## src/pkg/icc_params.svh

```systemverilog
// constants for the interrupt cause classifier
`ifndef ICC_PARAMS_SVH
`define ICC_PARAMS_SVH
`define ICC_IDX_CRIT      5'h00
`define ICC_IDX_MCHK      5'h01
`define ICC_IDX_DSTOR     5'h02
`define ICC_IDX_ISTOR     5'h03
`define ICC_IDX_EXT       5'h04
`define ICC_IDX_ALIGN     5'h05
`define ICC_IDX_PROG      5'h06
`define ICC_IDX_DEC       5'h0A
`define ICC_IDX_FIT       5'h0B
`define ICC_IDX_WDOG      5'h0C
`define ICC_IDX_DEBUG     5'h0F
`define ICC_IDX_RESET     5'h00
`define ICC_PREFIX_LSB    16
`endif

```

## src/pkg/icc_pkg.sv

```systemverilog
// types for the interrupt cause classifier
package icc_pkg;
  typedef enum logic [1:0] {
    ICC_CLS_NONCRIT = 2'h0,
    ICC_CLS_CRIT    = 2'h1,
    ICC_CLS_DEBUG   = 2'h2
  } icc_class_t;

  typedef struct packed {
    logic critical_enable_bit;
    logic external_enable_bit;
    logic machine_check_enable_bit;
    logic debug_enable_bit;
  } icc_msr_t;

  typedef struct packed {
    logic crit_req_n;
    logic ext_req_n;
    logic mchk_req_n;
    logic reset_pin_n;
    logic wdog_reset;
    logic debug_reset;
    logic wdog_int;
    logic fit_int;
    logic dec_int;
    logic unconditional_debug_event;
    logic debug_imprecise;
    logic debug_instr;
  } icc_async_t;

  typedef struct packed {
    logic handler_first_fetch;
    logic i_storage_fault;
    logic i_translation_fault;
    logic buffered_write_berr;
    logic transfer_error_termination;
    logic tea_data_side;
    logic tea_precise;
    logic d_access_violation;
    logic d_misalign_endian_mismatch;
    logic i_access_violation;
    logic i_vle_mismatch;
    logic i_vle_little_endian;
    logic i_odd_halfword_fixed;
    logic lmw_misaligned;
    logic resv_misaligned;
    logic zero_block_no_cache;
    logic prog_fault;
  } icc_sync_t;

  typedef struct packed {
    logic       valid;
    logic [4:0] index;
    icc_class_t cls;
    logic       sync;
    logic       precise;
  } icc_req_t;
endpackage

```

## src/rtl/icc_classifier.sv

```systemverilog
// interrupt cause recognition and classification
`timescale 1ns/1ps
`include "icc_params.svh"

module icc_classifier #(
  parameter int ADDR_W = 32
) (
  input  wire logic                     ref_clk,
  input  wire logic                     rst,
  input  wire icc_pkg::icc_msr_t        msr,
  input  wire icc_pkg::icc_async_t      async_src,
  input  wire icc_pkg::icc_sync_t       sync_src,
  input  wire logic [ADDR_W-1:0]        vector_prefix_reg,
  input  wire logic [15:0]              vector_offset_reg [16],
  input  wire logic [ADDR_W-1:0]        resume_addr,
  input  wire logic                     take_ack,
  output logic                          sys_reset_ff,
  output icc_pkg::icc_req_t             req_ff,
  output logic [ADDR_W-1:0]             handler_addr_ff,
  output logic                          flush_younger_ff,
  output logic                          save_primary_ff,
  output logic                          save_critical_ff,
  output logic                          save_debug_ff,
  output logic [ADDR_W-1:0]             save_addr_ff,
  output icc_pkg::icc_msr_t             save_msr_ff,
  output logic                          supervisor_ff
);
  import icc_pkg::*;

  // refuse address widths below 17, which the prefix slice cannot serve, and above 64
  if (ADDR_W < 17 || ADDR_W > 64) begin : g_addr_w_check
    $error("icc_classifier: ADDR_W out of range");
  end

  // ----------------------------------------
  // cause evaluation
  // ----------------------------------------
  function automatic icc_req_t mk(input logic [4:0] idx, input icc_class_t c,
                                  input logic s, input logic p);
    icc_req_t r;
    r.valid   = 1'b1;
    r.index   = idx;
    r.cls     = c;
    r.sync    = s;
    r.precise = p;
    return r;
  endfunction

  logic     mchk_hit;
  logic     dstor_hit;
  logic     istor_hit;
  logic     align_hit;
  logic     reset_hit;
  icc_req_t sel;

  always_comb begin
    reset_hit = ~async_src.reset_pin_n | async_src.wdog_reset
              | async_src.debug_reset;
    mchk_hit = msr.machine_check_enable_bit & (
                 ~async_src.mchk_req_n
               | (sync_src.handler_first_fetch
                  & (sync_src.i_storage_fault | sync_src.i_translation_fault))
               | sync_src.buffered_write_berr
               | (sync_src.transfer_error_termination
                  & ~msr.external_enable_bit));
    dstor_hit = sync_src.d_access_violation | sync_src.d_misalign_endian_mismatch
              | (sync_src.transfer_error_termination & sync_src.tea_data_side
                 & sync_src.tea_precise & msr.external_enable_bit);
    istor_hit = ~sync_src.handler_first_fetch & (
                  sync_src.i_access_violation
                | (sync_src.transfer_error_termination & ~sync_src.tea_data_side
                   & sync_src.tea_precise & msr.external_enable_bit)
                | sync_src.i_vle_mismatch | sync_src.i_vle_little_endian
                | sync_src.i_odd_halfword_fixed);
    align_hit = sync_src.lmw_misaligned | sync_src.resv_misaligned
              | sync_src.zero_block_no_cache;
    sel = '0;
    if (mchk_hit) begin
      sel = mk(`ICC_IDX_MCHK, ICC_CLS_CRIT, 1'b0, 1'b0);
    end else if (~async_src.crit_req_n & msr.critical_enable_bit) begin
      sel = mk(`ICC_IDX_CRIT, ICC_CLS_CRIT, 1'b0, 1'b0);
    end else if (async_src.wdog_int & msr.critical_enable_bit) begin
      sel = mk(`ICC_IDX_WDOG, ICC_CLS_CRIT, 1'b0, 1'b0);
    end else if (async_src.debug_instr & msr.debug_enable_bit) begin
      sel = mk(`ICC_IDX_DEBUG, ICC_CLS_DEBUG, 1'b1, 1'b1);
    end else if ((async_src.unconditional_debug_event | async_src.debug_imprecise)
                 & msr.debug_enable_bit) begin
      sel = mk(`ICC_IDX_DEBUG, ICC_CLS_DEBUG, 1'b0, 1'b0);
    end else if (istor_hit) begin
      sel = mk(`ICC_IDX_ISTOR, ICC_CLS_NONCRIT, 1'b1, 1'b1);
    end else if (sync_src.prog_fault) begin
      sel = mk(`ICC_IDX_PROG, ICC_CLS_NONCRIT, 1'b1, 1'b1);
    end else if (align_hit) begin
      sel = mk(`ICC_IDX_ALIGN, ICC_CLS_NONCRIT, 1'b1, 1'b1);
    end else if (dstor_hit) begin
      sel = mk(`ICC_IDX_DSTOR, ICC_CLS_NONCRIT, 1'b1, 1'b1);
    end else if (~async_src.ext_req_n & msr.external_enable_bit) begin
      sel = mk(`ICC_IDX_EXT, ICC_CLS_NONCRIT, 1'b0, 1'b0);
    end else if (async_src.fit_int & msr.external_enable_bit) begin
      sel = mk(`ICC_IDX_FIT, ICC_CLS_NONCRIT, 1'b0, 1'b0);
    end else if (async_src.dec_int & msr.external_enable_bit) begin
      sel = mk(`ICC_IDX_DEC, ICC_CLS_NONCRIT, 1'b0, 1'b0);
    end
  end

  // ----------------------------------------
  // request and save registers
  // ----------------------------------------
  logic              busy_ff;
  logic              nxt_busy;
  logic              nxt_sys_reset;
  icc_req_t          nxt_req;
  logic [ADDR_W-1:0] nxt_handler_addr;
  logic              nxt_flush;
  logic              nxt_save_p;
  logic              nxt_save_c;
  logic              nxt_save_d;
  logic [ADDR_W-1:0] nxt_save_addr;
  icc_msr_t          nxt_save_msr;
  logic              nxt_super;

  always_comb begin
    nxt_sys_reset    = reset_hit;
    nxt_busy         = busy_ff & ~take_ack;
    nxt_req          = '0;
    nxt_handler_addr = handler_addr_ff;
    nxt_flush        = 1'b0;
    nxt_save_p       = 1'b0;
    nxt_save_c       = 1'b0;
    nxt_save_d       = 1'b0;
    nxt_save_addr    = save_addr_ff;
    nxt_save_msr     = save_msr_ff;
    nxt_super        = supervisor_ff;
    if (reset_hit) begin
      nxt_busy = 1'b0;
    end else if (sel.valid && !busy_ff) begin
      nxt_req          = sel;
      nxt_busy         = 1'b1;
      nxt_handler_addr = {vector_prefix_reg[ADDR_W-1:`ICC_PREFIX_LSB],
                          vector_offset_reg[sel.index[3:0]]};
      nxt_flush        = sel.precise;
      nxt_save_p       = (sel.cls == ICC_CLS_NONCRIT);
      nxt_save_c       = (sel.cls == ICC_CLS_CRIT);
      nxt_save_d       = (sel.cls == ICC_CLS_DEBUG);
      nxt_save_addr    = resume_addr;
      nxt_save_msr     = msr;
      nxt_super        = 1'b1;
    end
  end

  always_ff @(posedge ref_clk or posedge rst) begin
    if (rst) begin
      busy_ff          <= 1'b0;
      sys_reset_ff     <= 1'b1;
      req_ff           <= '0;
      handler_addr_ff  <= '0;
      flush_younger_ff <= 1'b0;
      save_primary_ff  <= 1'b0;
      save_critical_ff <= 1'b0;
      save_debug_ff    <= 1'b0;
      save_addr_ff     <= '0;
      save_msr_ff      <= '0;
      supervisor_ff    <= 1'b1;
    end else begin
      busy_ff          <= nxt_busy;
      sys_reset_ff     <= nxt_sys_reset;
      req_ff           <= nxt_req;
      handler_addr_ff  <= nxt_handler_addr;
      flush_younger_ff <= nxt_flush;
      save_primary_ff  <= nxt_save_p;
      save_critical_ff <= nxt_save_c;
      save_debug_ff    <= nxt_save_d;
      save_addr_ff     <= nxt_save_addr;
      save_msr_ff      <= nxt_save_msr;
      supervisor_ff    <= nxt_super;
    end
  end
endmodule
```

## config.mk

```make
export PLATFORM = sky130hd
export DESIGN_NAME = icc_classifier
export DESIGN_NICKNAME = d
export VERILOG_FILES = /design/src/pkg/icc_pkg.sv /design/src/rtl/icc_classifier.sv
export VERILOG_INCLUDE_DIRS = /design/src /design/src/pkg
export SDC_FILE = /design/constraint.sdc
export NUM_CORES = 1
export LEC_CHECK = 0
export BUFFER_PORTS_ARGS = -buffer_cell sky130_fd_sc_hd__buf_2
export CORE_AREA = 2 2 170 172
export DETAILED_ROUTE_END_ITERATION = 7
export DIE_AREA = 0 0 172 174
export GPL_ROUTABILITY_DRIVEN = 0
export PLACE_DENSITY = 0.46
export SLEW_MARGIN = 20
export SYNTH_ARGS = -nofsm -noshare
export SYNTH_HDL_FRONTEND = slang
export SYNTH_SLANG_ARGS = --single-unit
```

## constraint.sdc

```tcl
create_clock -name ref_clk -period 4.8 [get_ports ref_clk]
set_input_delay 0.24 -clock ref_clk [delete_from_list [all_inputs] [get_ports ref_clk]]
set_output_delay 0.24 -clock ref_clk [all_outputs]
set_load 0.005 [all_outputs]
```

==> results.cfg <==
[timing]
report.final.setup_viol = 0
final-hold-violation-count = 0
final.setup.worst_slack_ns = 1.97
setup-tns-final_ns = 0
timing.final.crit_period_ns = 2.83
max_freq_mhz = 353
final_min_period_over_clock_period = 0.590
finClkSkew_ns = 0.0109
worst_pin_slew_ns = 1.05
slew_viols_final = 0
rsz0062_at_grt = no
worst_slew_margin_rel = 0.297

[worst_setup_path]
crit_type = primary input to flip-flop
worst-path-max-fanout = 66
start_kind = primary input
crit_path_end_kind = flip-flop
timing.critical_path.arrival_ns = 3.09
worst-endpoint-required_ns = 5.06

[pwr]
sw_frac_of_total = 0.346
relative_contribution_of_combinational_cells_to_total_power = 0.319
power.switching_mw = 0.856
p_per_area_nw_per_um2 = 293
worst_vdd_drop_v = 0.000154
sequentialPowerShare = 0.351
power.internal_mw = 1.62
share_clk_of_total_power = 0.330
p_leak_nw = 4.34

[synth]
yosys-top-cells-count = nand2_1, dfrtp_1, nand3_1
post-synth-top-count-cell = nand2_1
yosys_register_bits = 81
synth_top_area_share = 0.355
synth_simple_gate_area_frac = 0.326
ys.warnings.count = 0
post_synth_instance_area_um2 = 5640
async_reset_ff_frac = 1.00
yosys.area_share.xor_xnor = 0
post_synth_mux_area_share = 0
synth.largest_area_cell = dfrtp_1
synth-compound-area-share = 0.252
synth_top_family_by_area = simple AND/OR/NAND/NOR gates
post_synth.cell_area_avg_um2 = 7.15
yosys_most_used_dff = dfrtp_1
ys_types = 48
synth_edf_count = 0
synthAdderAreaFrac = 0
syn_nets = 1144
ys_top_cells_by_area = dfrtp_1, nand2_1, a32oi_1
seq_area_frac_synth = 0.360
post_synth_inst_count = 788

[die]
io_pins = 440
die_y_um = 174
die_x_extent_um = 172
die_area_um2 = 29900
effective_utilization_at_floorplan = 0.200
placeableCoreArea_um2 = 28200
num_rows = 62

[routing]
detail_route.wirelength_mm = 29.2
wl_per_cell_um = 18.7
remaining_drc_errors = 0
detail_route.iter0.violations = 359
drt_first_pass_iters = 4
vias_per_cell = 4.65
antenna_left = 0
dr_total_vias = 7268

[clocking]
cts-root-buf = clkbuf_16
clock_sinks = 81
cts_buffers = 9
clockBufferDepth = 2
clk-insertion-delay-late_ns = 0.35
htree_levels = 3
clkTransAtPathRegs_ns = 0.07
cts_tree = done

[run]
max-cap-violations = 0

[cells_and_area]
multi_input_area_um2 = 3320
seqCellArea_um2 = 2030
nFillCells = 3194
post_route_core_utilization = 0.299
nNetsFinal = 1527
area_growth_pct = 49.8
layout-drive-gt1-share = 0.403

[grt]
busiest_layer = met2
grtUsageMet3 = 0.0408
grt_antenna_before_repair = 5
maximum_number_of_pins_on_one_net_before_global_route_repair = 130
grt_use_total = 0.186
grt_pass1_wl_mm = 42.0
met1_usage = 0.235
grt_overflow_total = 0
grt_pass1_vias = 7105
global_route.usage.met2 = 0.313

[hold_path]
min-delay-path-class = primary input to flip-flop

[status]
outcome = complete, no violations

[place]
total_of_buffers_placed_on_input_and_output_ports = 421
dpl_worst_slack_ns = 1.59
dpl.hpwl_mm = 22.1
## cell families (layout without fill, tap and decap cells)
logic type             count (synthesis)  in the layout
other                                  2              5
DFF                                   81             81
and+or+nand+nor                      453            453
buffers and inverters                 72            460
AOI/OAI and AO/OA                    180            180
## layer usage
layer,vias up,part of all wire
met5,-,0.00055
met4,2,0.022
met3,35,0.072
met2,289,0.48
met1,3401,0.43
li1,3541,-
## per-stage QoR
step	std cells	hold WS [ns]	cell area [µm²]	total power, mW
after global routing	1562	0.0690	8440	2.64
after detailed placement	1543	0.334	8090	1.68
after CTS	1560	0.0628	8430	2.52
after global placement	1543	0.334	8090	1.68
after floorplan	788	0.345	5640	1.25
final	1563	0.0792	8440	2.48
## sequential cells by signal, indices dropped and copies added, names as in the netlist
name and flops:
handler_addr_ff 32, save_addr_ff 32, sys_reset_ff 1, busy_ff 1, save_primary_ff 1, req_ff 7
save_debug_ff 1, save_msr_ff 4, flush_younger_ff 1, save_critical_ff 1
## critical path, stage by stage
cell	delay, ns
buf_2	0.10
or3_1	0.45
a31oi_1	0.36
o311a_4	0.73
buf_4	0.39
a211oi_1	0.11
a32oi_1	0.37
nand3_1	0.13
o211ai_1	0.11
## power by group through the flow
stage               sequential, mW  combinational [mW]  clock [mW]
floorplan                    0.891               0.360           0
global placement             0.879               0.799           0
detailed placement           0.881               0.801           0
CTS                          0.871               0.803       0.851
global route                 0.886               0.878       0.873
finish                       0.870               0.789       0.817
## path summary, 6_finish.rpt
check	startpoint	endpoint	slack [ns]	cells after the start
min in group asynchronous	rst	save_addr_ff[10]	0.49	3
max reg2reg	busy_ff	handler_addr_ff[11]	2.55	6
max in group asynchronous	rst	save_addr_ff[7]	3.29	4
min reg2reg	save_addr_ff[11]	save_addr_ff[11]	0.47	2
min	vector_prefix_reg[20]	handler_addr_ff[20]	0.08	3
max	sync_src[2]	handler_addr_ff[8]	1.97	9
## placed cells by master, fill, tap and decap left out, drive strengths merged, types with 2 or more instances in the layout
cell type	synthesis	layout
a211oi	32	32
a21oi	5	5
a22oi	17	17
a31oi	34	34
a32oi	49	49
buf	38	435
bufinv	0	2
clkbuf	26	10
clkinv	0	2
conb	2	2
dfrtp	80	80
diode	0	3
inv	8	10
nand2	378	378
nand2b	4	4
nand3	50	50
nor2	5	5
nor2b	2	2
nor3	5	5
nor4	2	2
o2111ai	2	2
o211ai	17	17
o21a	2	2
o21ai	11	11
o31a	2	2
o31ai	3	3
## final cells by class
| class | instances | share of cell area |
|---|---|---|
| Clock buffer | 10 | 0.0283 |
| Sequential cell | 81 | 0.240 |
| Clock inverter | 6 | 0.0116 |
| Inverter | 8 | 0.00385 |
| Timing Repair Buffer | 436 | 0.265 |
| Tap cell | 384 | 0.0569 |
| Multi-Input combinational cell | 635 | 0.393 |
| Antenna cell | 3 | 0.000890 |
## repair_timing
action	CTS	global route
hold endpoints to repair	35	0
gates resized for setup	0	0
hold buffers	1	0
buffers inserted	0	0
Power figures use the tool's default switching activity.
